`config.mk`:
```
export PLATFORM = sky130hd
export DESIGN_NAME = nand_host_ctrl
export DESIGN_NICKNAME = d
export VERILOG_FILES = /design/src/nand_host_pkg.sv /design/src/nand_sync2.sv /design/src/nand_host_ctrl.sv
export SDC_FILE = /design/constraint.sdc
export NUM_CORES = 1
export LEC_CHECK = 0
export ABC_AREA = 1
export BUFFER_PORTS_ARGS = -buffer_cell sky130_fd_sc_hd__buf_2
export CORE_UTILIZATION = 51
export DETAILED_ROUTE_END_ITERATION = 16
export GPL_TIMING_DRIVEN = 1
export PLACE_DENSITY = 0.78
export SLEW_MARGIN = 20
export SYNTH_ARGS = -nofsm -noshare
export SYNTH_HDL_FRONTEND = slang
export SYNTH_SLANG_ARGS = --single-unit
```
`constraint.sdc`:
```
create_clock -name clk -period 1.4 [get_ports clk]
set_input_delay 0.21 -clock clk [delete_from_list [all_inputs] [get_ports clk]]
set_output_delay 0.21 -clock clk [all_outputs]
set_load 0.02 [all_outputs]
```
`src/nand_host_pkg.sv`:
```
// Package of constants shared by the NAND host controller files.
`default_nettype none
package nand_host_pkg;
  localparam logic [7:0] CMD_READ_LOW = 8'h00;
  localparam logic [7:0] CMD_READ_HIGH = 8'h01;
  localparam logic [7:0] CMD_READ_SPARE = 8'h50;
  localparam logic [7:0] CMD_SERIAL_IN = 8'h80;
  localparam logic [7:0] CMD_PROGRAM = 8'h10;
  localparam logic [7:0] CMD_ERASE_SETUP = 8'h60;
  localparam logic [7:0] CMD_ERASE_GO = 8'hD0;
  localparam logic [7:0] CMD_STATUS = 8'h70;
  localparam logic [7:0] CMD_ID = 8'h90;
  localparam logic [7:0] CMD_RESET = 8'hFF;
  localparam int STATUS_PASS_FAIL_POS = 0;
  localparam int STATUS_READY_POS = 6;
  localparam int STATUS_UNPROTECTED_POS = 7;
  localparam int ADDR_CYCLES = 4;
  localparam int ERASE_ADDR_CYCLES = 3;
  localparam int CLK_PERIOD_NS = 10;
  localparam int STROBE_NS = 20;
  localparam int STROBE_CYCLES = (STROBE_NS + CLK_PERIOD_NS - 1) / CLK_PERIOD_NS;
  localparam logic [3:0] REG_CMD = 4'h0;
  localparam logic [3:0] REG_ADDR = 4'h1;
  localparam logic [3:0] REG_WDATA = 4'h2;
  localparam logic [3:0] REG_OP = 4'h3;
  localparam logic [3:0] REG_RDATA = 4'h4;
  localparam logic [3:0] REG_STAT = 4'h5;
  localparam logic [1:0] OP_CMD = 2'h0;
  localparam logic [1:0] OP_ADDR = 2'h1;
  localparam logic [1:0] OP_DATA = 2'h2;
  localparam logic [1:0] OP_READ = 2'h3;
  localparam logic [7:0] CTRL_RESET = 8'h00;
endpackage
`default_nettype wire

```
`src/nand_sync2.sv`:
```
// Two-flop synchroniser for pin inputs.
`default_nettype none
module nand_sync2 (
  input wire logic clk,
  input wire logic sys_rst,
  input wire logic d,
  output logic q
);
  logic meta;
  always_ff @(posedge clk) begin
    if (sys_rst) begin
      meta <= 1'b0;
      q <= 1'b0;
    end else begin
      meta <= d;
      q <= meta;
    end
  end
endmodule // nand_sync2
`default_nettype wire

```
`src/nand_host_ctrl.sv`:
```
// Host controller that drives a NAND flash through its strobe pins.
// Functional notes
// - Cycle type set by latch strobes; chip select low, read strobe high.
// - Codes 80,10,70,90,FF single cycle; erase is 60 then D0.
// - Host sends four address cycles (three for erase), column byte first; the controller sends one byte per OP_ADDR and does not count them.
// - Host trusts pass/fail bit only when ready bit set.
// - Host sends only 70h or FFh while device busy; address, data and read cycles go regardless of ready.
// - With shared ready line, host polls status per device.
`default_nettype none
module nand_host_ctrl (
  input wire logic clk,
  input wire logic sys_rst,
  input wire logic [3:0] reg_addr,
  input wire logic [7:0] reg_wdata,
  input wire logic reg_wr,
  input wire logic reg_rd,
  output logic [7:0] reg_rdata,
  output logic cle,
  output logic ale,
  output logic ce_n,
  output logic we_n,
  output logic read_strobe_n,
  output logic wp_n,
  input wire logic ready_busy_n,
  input wire logic [7:0] data_bus_in,
  output logic [7:0] data_bus_out,
  output logic data_bus_oe
);
  typedef enum logic [1:0] {IDLE, SETUP, PULSE, HOLD} state_t;
  state_t state;
  logic [7:0] cmd_byte, addr_byte, wr_byte, rd_byte;
  logic [7:0] status_seen;
  logic [1:0] op;
  logic [3:0] cnt;
  logic busy_op, rb_sync, cmd_busy_ok, prot, pf_valid;
  wire logic [7:0] bus_sync;
  nand_sync2 u_rb (
    .clk(clk),
    .sys_rst(sys_rst),
    .d(ready_busy_n),
    .q(rb_sync)
  );
  // Every bus bit passes two flops before the read byte is taken from it.
  for (genvar i = 0; i < 8; i++) begin : g_bus_sync
    nand_sync2 u_bit (
      .clk(clk),
      .sys_rst(sys_rst),
      .d(data_bus_in[i]),
      .q(bus_sync[i])
    );
  end
  function automatic logic busy_allowed(input logic [7:0] c);
    busy_allowed = (c == nand_host_pkg::CMD_STATUS) || (c == nand_host_pkg::CMD_RESET);
  endfunction
  // Commands other than status or reset wait until ready.
  assign cmd_busy_ok = rb_sync || busy_allowed(cmd_byte);
  always_ff @(posedge clk) begin
    if (sys_rst) begin
      state <= IDLE;
      cnt <= 4'h0;
      op <= nand_host_pkg::OP_CMD;
      busy_op <= 1'b0;
    end else begin
      case (state)
        IDLE: begin
          if (reg_wr && reg_addr == nand_host_pkg::REG_OP) begin
            op <= reg_wdata[1:0];
            busy_op <= 1'b1;
            state <= SETUP;
            cnt <= 4'h0;
          end
        end
        SETUP: begin
          if (op != nand_host_pkg::OP_CMD || cmd_busy_ok) begin
            state <= PULSE;
            cnt <= 4'h0;
          end
        end
        PULSE: begin
          if (cnt == 4'(nand_host_pkg::STROBE_CYCLES - 1)) begin
            state <= HOLD;
            cnt <= 4'h0;
          end else begin
            cnt <= cnt + 4'h1;
          end
        end
        HOLD: begin
          if (cnt == 4'(nand_host_pkg::STROBE_CYCLES - 1)) begin
            state <= IDLE;
            busy_op <= 1'b0;
          end else begin
            cnt <= cnt + 4'h1;
          end
        end
        default: state <= IDLE;
      endcase
    end
  end
  // Registered pin levels per cycle type; strobes low in each cycle that follows a PULSE cycle.
  always_ff @(posedge clk) begin
    if (sys_rst) begin
      cle <= 1'b0;
      ale <= 1'b0;
      ce_n <= 1'b1;
      we_n <= 1'b1;
      read_strobe_n <= 1'b1;
      data_bus_out <= 8'h00;
      data_bus_oe <= 1'b0;
    end else begin
      ce_n <= !(state != IDLE);
      cle <= (state != IDLE) && op == nand_host_pkg::OP_CMD;
      ale <= (state != IDLE) && op == nand_host_pkg::OP_ADDR;
      we_n <= !(state == PULSE && op != nand_host_pkg::OP_READ);
      read_strobe_n <= !(state == PULSE && op == nand_host_pkg::OP_READ);
      data_bus_oe <= (state != IDLE) && op != nand_host_pkg::OP_READ;
      if (op == nand_host_pkg::OP_CMD) begin
        data_bus_out <= cmd_byte;
      end else if (op == nand_host_pkg::OP_ADDR) begin
        data_bus_out <= addr_byte;
      end else begin
        data_bus_out <= wr_byte;
      end
    end
  end
  // The read byte is taken from the synchronised bus at the end of the hold phase.
  always_ff @(posedge clk) begin
    if (sys_rst) begin
      rd_byte <= 8'h00;
    end else if (state == HOLD && op == nand_host_pkg::OP_READ &&
                 cnt == 4'(nand_host_pkg::STROBE_CYCLES - 1)) begin
      rd_byte <= bus_sync;
    end
  end
  // Software-written bytes and write-protect control.
  always_ff @(posedge clk) begin
    if (sys_rst) begin
      cmd_byte <= nand_host_pkg::CTRL_RESET;
      addr_byte <= nand_host_pkg::CTRL_RESET;
      wr_byte <= nand_host_pkg::CTRL_RESET;
      prot <= 1'b1;
    end else if (reg_wr && !busy_op) begin
      if (reg_addr == nand_host_pkg::REG_CMD) begin
        cmd_byte <= reg_wdata;
      end else if (reg_addr == nand_host_pkg::REG_ADDR) begin
        addr_byte <= reg_wdata;
      end else if (reg_addr == nand_host_pkg::REG_WDATA) begin
        wr_byte <= reg_wdata;
      end else if (reg_addr == nand_host_pkg::REG_STAT) begin
        prot <= reg_wdata[0];
      end
    end
  end
  assign wp_n = !prot;
  // Pass/fail is trusted only when the read status shows ready.
  always_ff @(posedge clk) begin
    if (sys_rst) begin
      status_seen <= 8'h00;
    end else begin
      status_seen <= rd_byte;
    end
  end
  assign pf_valid = status_seen[nand_host_pkg::STATUS_READY_POS];
  always_ff @(posedge clk) begin
    if (sys_rst) begin
      reg_rdata <= 8'h00;
    end else if (reg_rd) begin
      if (reg_addr == nand_host_pkg::REG_RDATA) begin
        reg_rdata <= rd_byte;
      end else if (reg_addr == nand_host_pkg::REG_STAT) begin
        reg_rdata <= {4'h0, pf_valid && status_seen[nand_host_pkg::STATUS_PASS_FAIL_POS],
                      rb_sync, busy_op, prot};
      end else if (reg_addr == nand_host_pkg::REG_CMD) begin
        reg_rdata <= cmd_byte;
      end else begin
        reg_rdata <= 8'h00;
      end
    end else begin
      reg_rdata <= 8'h00;
    end
  end
  a_we_pulse_len: assert property (@(posedge clk) disable iff (sys_rst)
    $fell(we_n) |-> !we_n [*2] ##1 we_n) else $error("write strobe width wrong");
  a_cycle_type: assert property (@(posedge clk) disable iff (sys_rst)
    !we_n |-> !ce_n && read_strobe_n && !(cle && ale)) else $error("bad cycle");
  a_read_float: assert property (@(posedge clk) disable iff (sys_rst)
    !read_strobe_n |-> !data_bus_oe && !cle && !ale) else $error("bus driven in read");
  a_busy_cmd: assert property (@(posedge clk) disable iff (sys_rst)
    (state == SETUP && op == nand_host_pkg::OP_CMD && !rb_sync &&
     !busy_allowed(cmd_byte)) |=> state == SETUP) else $error("cmd issued busy");
  a_idle_ce: assert property (@(posedge clk) disable iff (sys_rst)
    (state == IDLE) [*2] |-> ce_n) else $error("chip select left low");
  a_wp_follow: assert property (@(posedge clk) disable iff (sys_rst)
    $changed(wp_n) |-> !busy_op) else $error("write protect moved in a cycle");
  a_cmd_out: assert property (@(posedge clk) disable iff (sys_rst)
    $fell(we_n) && cle |-> data_bus_out == cmd_byte) else $error("cmd byte wrong");
  a_addr_out: assert property (@(posedge clk) disable iff (sys_rst)
    $fell(we_n) && ale |-> data_bus_out == addr_byte) else $error("address byte wrong");
  a_hold_select: assert property (@(posedge clk) disable iff (sys_rst)
    $rose(we_n) |-> !ce_n && $stable(data_bus_out)) else $error("byte moved at strobe");
  a_oe_select: assert property (@(posedge clk) disable iff (sys_rst)
    data_bus_oe |-> !ce_n) else $error("bus driven while deselected");
  a_rdata_cap: assert property (@(posedge clk) disable iff (sys_rst)
    $rose(read_strobe_n) |=> rd_byte == $past(data_bus_in, 2)) else $error("read lost");
  c_cmd: cover property (@(posedge clk) $fell(we_n) && cle);
  c_addr: cover property (@(posedge clk) $fell(we_n) && ale);
  c_data: cover property (@(posedge clk) $fell(we_n) && !cle && !ale);
  c_read: cover property (@(posedge clk) $fell(read_strobe_n));
  c_busy_wait: cover property (@(posedge clk) state == SETUP && !cmd_busy_ok);
endmodule // nand_host_ctrl
`default_nettype wire

```
==> impl_metrics.tcl, run 1 <==
set metrics [dict create \
    setup_violations 0 \
    root_buffer "clkbuf_8" \
    die_h_um 83.2 \
    core_um2 6350 \
    hold_class "in2reg" \
    timing.setup.tns_ps 0 \
    cts_made_buffers 9 \
    fillers 562 \
    hold_buffers 0 \
    multi_input_area_um2 1320 \
    dpl.hpwl_um 4730 \
    peakVddDrop_mv 0.744 \
    use_met2 0.343 \
    ant_nets 0 \
    dieArea_um2 6920 \
    die_w_um 83.2 \
    grt_overflow 0 \
    wl_per_cell_um 11.7 \
    cts_sinks 84 \
    syn_area_um2 3360 \
    syn_inst 428 \
    ys_seq_elements 84 \
    clk_latency_ps 360 \
    finalCritPeriodShare 0.926 \
    r2r_setup_slack_ps 100 \
    place_inst 548 \
    cellPowerDensity_nw_per_um2 1330 \
    nets 514 \
    end_kind "register" \
    hold_violations 0 \
    min_period_ps 1300 \
    cts_tree "built" \
    fmax_ghz 0.771 \
    grtUsageMet3 0.0408 \
    io_buffer_count 47 \
    vias_per_cell 4.85 \
    grt_pass1_wl_um 11300 \
    slowest_stage "dfxtp_2" \
    path_cells "inv_1 -> ha_2 -> inv_1 -> or2_4 -> o21ai_1 -> a21oi_1" \
    cap_violations 0 \
    route.vias.total 2743 \
    p_leak_nw 1.79 \
    place_congestion 0.921 \
    routed_wl_um 6590 \
    status "finished clean" \
    crit_arrival_ps 1540 \
    dp_slack_ps -8.12 \
    grt_antenna_before_repair 0 \
    crit_buf_inv 2 \
    maxSlewHeadroom 0.775 \
    syn_to_final_growth_pct 17.2 \
    critPathKind "reg2reg" \
    ys_seq_area_frac 0.500 \
    grt_usage 0.203 \
    drive_gt1_frac 0.227 \
    fin_skew_ps 7.30 \
    io-pin-count 48 \
    grt_max_degree 33 \
    firstDrtPassIters 4 \
    start_util 0.529 \
    busiest_layer "met2" \
    syn-num-nets 459 \
    worst_pin_slew_ps 338 \
    clockBufferDepth 2 \
    n_antenna_cell 0 \
    drtIter0Drc 146 \
    met1_usage 0.249 \
    cp_common_cell "inv_1" \
    h-tree-depth 3 \
    rsz0062_at_grt "true" \
    final_cell_mix "dfxtp_1, inv_1, nor2_1, nand2_1, buf_2" \
    finalWorstSetupSlack_ps 103 \
    instances_no_fill 565 \
    final_common_cell "dfxtp_1" \
    grt_pass1_vias 2588 \
    start_kind "register" \
    ys_types 30 \
    drv_slew 0 \
    critPathTopFamily "flip-flops" \
    required_ps 1650 \
    register_area_um2 1680 \
    ys_warn_count 0 \
    max_stage_delay_ps 340 \
    avgSynthCellArea_um2 7.86 \
    path_clk_slew_ps 80 \
    critPathMaxFanout 4 \
    num_rows 29 \
    route.detailed.drc 0 \
    hold_ws_ps 50.7 \
]
## area by class of cell
cell class | count | area share
inverters | 87 | 0.0829
well taps | 77 | 0.0245
multi-input cells | 244 | 0.334
repair buffers | 57 | 0.0820
flip-flops and latches | 84 | 0.428
clock inverters | 5 | 0.0156
clock buffers | 11 | 0.0334
## synthesized netlist by cell type
cell | n | share of area
o21ai_1 | 14 | 0.021
a21oi_1 | 35 | 0.052
nor2_4 | 2 | 0.0067
clkbuf_1 | 4 | 0.0045
inv_2 | 9 | 0.010
dfxtp_1 | 84 | 0.50
nand3_1 | 12 | 0.018
nand2_1 | 54 | 0.060
nand3_4 | 3 | 0.016
nand3_2 | 2 | 0.0060
o21ai_2 | 2 | 0.0052
or2_4 | 1 | 0.0026
nand4_4 | 1 | 0.0063
o221ai_1 | 4 | 0.010
o22ai_1 | 4 | 0.0074
nand2_4 | 1 | 0.0033
nor2_1 | 54 | 0.060
inv_1 | 78 | 0.087
ha_1 | 6 | 0.022
buf_2 | 6 | 0.0089
nand4_1 | 6 | 0.011
nand4_2 | 1 | 0.0037
buf_4 | 1 | 0.0022
a21oi_2 | 2 | 0.0052
nor2_2 | 5 | 0.0093
nand2_2 | 2 | 0.0037
o21bai_1 | 1 | 0.0022
o21ai_0 | 31 | 0.046
nor3_1 | 1 | 0.0015
buf_6 | 2 | 0.0067
## kinds of logic (layout without fill, tap and decap cells)
family,count (synthesis),after routing,share of synthesized area
fa+ha+maj,6,6,0.0223
compound gates,93,93,0.150
buf+inv,100,160,0.119
simple gates,145,145,0.208
flops,84,84,0.500
## path summary, 6_finish.rpt
path,startpoint,end,depth (start not counted)
worst max register to register,state[0],op[0],6
worst min register to register,g_bus_sync[7].u_bit.meta,g_bus_sync[7].u_bit.q,2
worst min-delay path,data_bus_in[4],g_bus_sync[4].u_bit.meta,3
worst max-delay path,state[0],op[0],6
## report_power, final
| group | leakage [nW] | switching (mW) | internal (mW) |
|---|---|---|---|
| Sequential | 0.684 | 0.0762 | 2.53 |
| Combinational | 1.02 | 0.585 | 0.354 |
| Clock | 0.0862 | 0.850 | 0.831 |
| Total | 1.79 | 1.51 | 3.71 |
## through the flow
| step | power (mW) | utilization | instance area [µm²] |
|---|---|---|---|
| final | 5.23 | 0.620 | 3940 |
| after global routing | 5.49 | 0.620 | 3940 |
| after CTS | 5.21 | 0.613 | 3890 |
| after detailed placement | 3.53 | 0.582 | 3700 |
| after global placement | 3.51 | 0.582 | 3700 |
| after floorplan | 3.29 | - | 3360 |
## what timing repair did
action,in CTS,in global routing
buffers inserted,0,1
endpoints found under the setup margin,1,22
gates resized for setup,1,13
## worst min-delay path: stages
cell    delay [ps]
buf_2           70
inv_1           30
nor2_1          60
## flip-flops by register name, indices dropped and copies added, names as in the netlist, 2 cells and up
register               cells
wr_byte                    8
cmd_byte                   8
addr_byte                  8
cnt                        4
status_seen                2
state                      2
g_bus_sync.u_bit.q         8
data_bus_out               8
rd_byte                    8
g_bus_sync.u_bit.meta      8
reg_rdata                  8
op                         2
## layer usage
layer / routed length [µm] / share of wire
met5: 0 / 0
met4: 124 / 0.019
met3: 267 / 0.041
met2: 3260 / 0.49
met1: 2940 / 0.45
Power figures use the tool's default switching activity.
==> run 2, diff against run 1 <==
Settings changed: PLACE_DENSITY 0.78 to 0.8.
==> run 2 against run 1 <==
  * Clock power up 12%
  * Core utilization up 0.16 points
  * Sequential share of layout area down 0.11 points
  * Worst setup slack worse by 30 ps
  * Clock-buffer cell count unchanged
==> impl_metrics.tcl, run 2 (synthesis results as in run 1) <==
set metrics [dict create \
    hold_ws_ps 47.1 \
    p_total_mw 5.41 \
    cap_violations 0 \
    p_leak_nw 1.81 \
    min_period_ps 1330 \
    crit_arrival_ps 1580 \
    grt_overflow 0 \
    final_cell_mix "dfxtp_1, inv_1, nor2_1, nand2_1, buf_2" \
    nets 512 \
    route.vias.total 2696 \
    path_clk_slew_ps 80 \
    grt_max_degree 21 \
    die_w_um 83.2 \
    wl_per_cell_um 11.4 \
    clk_latency_ps 360 \
    fin_skew_ps 9.88 \
    route.detailed.drc 0 \
    place_congestion 0.902 \
    critPathKind "reg2reg" \
    drive_gt1_frac 0.223 \
    cts_sinks 84 \
    required_ps 1650 \
    syn_to_final_growth_pct 17.5 \
    drv_slew 0 \
    vias_per_cell 4.80 \
    firstDrtPassIters 4 \
    start_util 0.529 \
    io-pin-count 48 \
    placed_cell_area_um2 3700 \
    dieArea_um2 6920 \
    critPathMaxFanout 12 \
    hold_violations 0 \
    grt_pass1_vias 2523 \
    n_antenna_cell 0 \
    final_cell_area_um2 3950 \
    finalWorstSetupSlack_ps 73.6 \
    drtIter0Drc 165 \
    fmax_ghz 0.754 \
    fillers 548 \
    ant_nets 0 \
    root_buffer "clkbuf_8" \
    grt_antenna_before_repair 0 \
    start_kind "register" \
    die_h_um 83.2 \
    dpl.hpwl_um 4600 \
    worst_pin_slew_ps 289 \
    routed_wl_um 6410 \
    peakVddDrop_mv 0.756 \
    io_buffer_count 47 \
    cts_made_buffers 9 \
    grt_pass1_wl_um 10900 \
    core_um2 6350 \
    cellPowerDensity_nw_per_um2 1370 \
    h-tree-depth 3 \
    clockBufferDepth 2 \
    cts_tree "built" \
    num_rows 29 \
    end_kind "register" \
    finalCritPeriodShare 0.947 \
    final_common_cell "dfxtp_1" \
    maxSlewHeadroom 0.807 \
    rsz0062_at_grt "true" \
    grt_usage 0.200 \
    hold_class "in2reg" \
    status "finished clean" \
    dp_slack_ps 13.0 \
    setup_violations 0 \
]
run 2: area by class of cell:
cell class                 count  area [µm²]  area share
multi-input combinational    244        1310       0.331
clock buffer                  11         141      0.0358
clock inverter                 4        73.8      0.0187
inverter                      87         327      0.0827
timing repair buffer          55         320      0.0811
sequential                    84        1680       0.426
tap                           77        96.3      0.0244
run 2: worst max-delay path: stages, from the launching register on:
cell	delay [ps]
dfxtp_1	370
ha_2	250
nand4_4	140
nor2_4	140
inv_2	100
o21ai_0	160
a21oi_1	50
run 2: layer usage:
metal,global-route usage,part of all wire,up-vias
li1,-,-,1450
met1,0.242,0.45,1175
met2,0.335,0.48,58
met3,0.0577,0.054,13
met4,0.0784,0.017,0
met5,0,0,-
run 2: timing repair:
| item | 4_1_cts | 5_1_grt |
|---|---|---|
| endpoints found under the setup margin | 0 | 23 |
| buffers inserted | 0 | 0 |
| resized for setup | 0 | 11 |
| hold buffers | 0 | 0 |
run 2: final timing paths:
kind | startpoint | to | slack, ps | depth (start not counted)
max | state[1] | rd_byte[1] | 70 | 6
min reg2reg | g_bus_sync[3].u_bit.meta | g_bus_sync[3].u_bit.q | 400 | 2
min | data_bus_in[2] | g_bus_sync[2].u_bit.meta | 50 | 3
max reg2reg | state[1] | rd_byte[1] | 70 | 6
run 2: through the flow:
stage / cells / util / TNS, ps
after detailed placement: 547 / 0.583 / 0
after floorplan: 428 / - / 0
after CTS: 562 / 0.617 / 0
after global routing: 562 / 0.622 / -42.5
final: 562 / 0.622 / 0
after global placement: 547 / 0.583 / 0
run 2: where the power goes:
part           internal (mW)  switching (mW)
logic                  0.344           0.584
clock network           1.04           0.832
registers               2.53          0.0805
==> run 3, diff against run 2 <==
Settings changed: ABC_AREA 1 to default, CAP_MARGIN from default to 10, CORE_UTILIZATION 51 to 50, PLACE_DENSITY 0.8 to 0.79, SYNTH_HIERARCHICAL from default to 1.
==> run 3 against run 2 <==
  * The run now ends with setup timing left
  * Sequential power down 3%
  * Power down 5.0%
  * Critical path depth down 1
  * Final area up 6.2%
  * Largest power group unchanged
  * Worst setup slack worse by 400 ps
  * Fmax down 23%
  * Die area down 4.6%
  * Cell count down 12%
  * Routed wire length up 6.6%
  * Core utilization up 7.8 points
  * Critical endpoint is now cnt[1]
  * Via count down 6.0%
  * Clock-buffer cell count down 1
==> impl_metrics.tcl, run 3 <==
set metrics [dict create \
    num_rows 28 \
    hold_ws_ps 53.1 \
    status "complete, but fails checks" \
    critPathTopFamily "simple AND/OR/NAND/NOR gates" \
    cts_made_buffers 9 \
    p_leak_nw 1.79 \
    min_period_ps 1720 \
    power_frac_comb 0.162 \
    n_antenna_cell 0 \
    peakVddDrop_mv 0.778 \
    async_flop_share 0 \
    hold_violations 0 \
    p_seq_frac 0.489 \
    path_cells "nor4_4 -> mux2i_1 -> o21a_2 -> or4_4 -> a21oi_2" \
    yosysTopAreaCell "dfxtp_1" \
    synth_top_area_frac 0.536 \
    finalCritPeriodShare 1.23 \
    grt_usage 0.226 \
    grt_overflow 0 \
    ys_seq_area_frac 0.536 \
    fmax_ghz 0.580 \
    fin_skew_ps 11.2 \
    p_int_mw 3.76 \
    syn_to_final_growth_pct 33.6 \
    grt_max_degree 23 \
    swShare 0.268 \
    grt_antenna_before_repair 0 \
    finalWorstSetupSlack_ps -325 \
    p_sw_mw 1.38 \
    start_util 0.524 \
    syn_inst 323 \
    final_cell_mix "dfxtp_1, nor2_1, buf_2, buf_4, mux2i_1" \
    clk_latency_ps 360 \
    cts_tree "built" \
    route.vias.total 2533 \
    setup_violations 15 \
    cap_violations 0 \
    dp_slack_ps -294 \
    routed_wl_um 6830 \
    final_common_cell "dfxtp_1" \
    avgSynthCellArea_um2 9.72 \
    syn_area_um2 3140 \
    drive_gt1_frac 0.367 \
    holdPathStages 2 \
    ys_types 39 \
    core_um2 5990 \
    drv_slew 0 \
    ys_warn_count 6 \
    grt_pass1_vias 2355 \
    required_ps 1690 \
    cts_sinks 84 \
    wl_per_cell_um 13.7 \
    h-tree-depth 3 \
    cellPowerDensity_nw_per_um2 1230 \
    dpl.hpwl_um 4780 \
    max_stage_delay_ps 520 \
    nets 448 \
    ys_seq_elements 84 \
    critPathKind "reg2reg" \
    io_buffer_count 47 \
    start_kind "register" \
    end_kind "register" \
    grt_pass1_wl_um 11100 \
    violations "setup timing" \
    hold_class "in2reg" \
    route.detailed.drc 0 \
    ys.flop_type "dfxtp_1" \
    root_buffer "clkbuf_8" \
    vias_per_cell 5.10 \
    dieArea_um2 6600 \
    crit_arrival_ps 2010 \
    maxSlewHeadroom 0.807 \
    worst-path-stages 5 \
    ys_top_cells_by_area "dfxtp_1, mux2i_1, nor2_1" \
    die_w_um 81.2 \
    synthTopCellsByCount "dfxtp_1, nor2_1, mux2i_1, a21oi_1, nor2b_1" \
    slowest_stage "or4_4" \
    critPathMaxFanout 6 \
    drtIter0Drc 119 \
    io-pin-count 48 \
    die_h_um 81.2 \
    path_clk_slew_ps 90 \
    syn-num-nets 354 \
    clockBufferDepth 2 \
    crit_buf_inv 0 \
    worstRegToRegCells 5 \
    firstDrtPassIters 4 \
    worst_pin_slew_ps 289 \
    yosysMostFrequentCell "dfxtp_1" \
    p_clk_frac 0.349 \
    synth_edf_count 0 \
    place_congestion 0.867 \
    ant_nets 0 \
    rsz0062_at_grt "true" \
]
[run 3: changes by cell type in the layout (fill, tap and decap cells not counted), moves of 5 or more]
cell     before  now
buf_4         6   46
inv_2        10    3
nor2b_1       0   23
inv_1        77    2
nand2_1      53   15
dfxtp_2       2    7
o21ai_0      30    5
a22oi_1       0    7
o21ai_1      15    0
nand4_1       6    0
mux2i_1       0   34
a21oi_1      35   20
dfxtp_1      82   76
[run 3: worst paths after layout]
path                                 start                       end  slack, ps
setup / recovery               cmd_byte[3]                    cnt[1]       -320
hold / removal              data_bus_in[6]  g_bus_sync[6].u_bit/meta         50
setup reg to reg               cmd_byte[3]                    cnt[1]       -320
hold reg to reg   g_bus_sync[7].u_bit/meta     g_bus_sync[7].u_bit/q        440
[run 3: power groups by stage]
stage | Combinational, mW | Clock (mW) | Sequential, mW
after floorplan | 0.381 | 0 | 2.60
after global placement | 0.666 | 0 | 2.56
after detailed placement | 0.682 | 0 | 2.57
after CTS | 0.813 | 1.82 | 2.51
after global routing | 0.902 | 1.94 | 2.53
final | 0.832 | 1.79 | 2.52
[run 3: final cells by class]
cell class	count	area (µm²)
Fill cell	472	1800
Sequential cell	84	1690
Multi-Input combinational cell	219	1520
Timing Repair Buffer	98	654
Clock buffer	10	138
Tap cell	75	93.8
Clock inverter	6	71.3
Inverter	5	18.8
[run 3: kinds of logic (layout without fill, tap and decap cells)]
kind of cell	Yosys count	in the layout	synth area share
simple gates	127	127	0.200
buf+inv	20	119	0.0255
flops	84	84	0.536
mux	37	37	0.119
fa+ha+maj	6	6	0.0239
compound gates	49	49	0.0957
[run 3: repair_timing]
item | in CTS | in global routing
hold buffers | 0 | 0
pin swaps | 9 | 8
resized for setup | 12 | 12
setup endpoints to repair | 15 | 15
endpoints found under the hold margin | 0 | 0
setup buffers | 5 | 3
[run 3: stage by stage]
step | setup TNS [ps] | utilization | total power, mW | instances | cell area [µm²]
6_report | -3050 | 0.700 | 5.14 | 497 | 4190
5_1_grt | -4050 | 0.700 | 5.36 | 497 | 4190
4_1_cts | -2840 | 0.689 | 5.15 | 494 | 4130
3_5_place_dp | -2700 | 0.640 | 3.25 | 473 | 3840
3_3_place_gp | -1850 | 0.640 | 3.23 | 473 | 3840
2_1_floorplan | -621 | - | 2.98 | 323 | 3220
[run 3: worst reg2reg max path, cell delays in order, from the launching register on]
cell     delay [ps]
dfxtp_2         350
nor4_4          260
mux2i_1         130
o21a_2          270
or4_4           520
a21oi_2         120
[run 3: per-layer routing]
layer / GRT usage / up-vias / routed length [µm]
met4: 0.0964 / 0 / 108
li1: - / 1287 / -
met1: 0.278 / 1177 / 3130
met5: 0 / - / 0
met2: 0.383 / 59 / 3340
met3: 0.0438 / 10 / 261
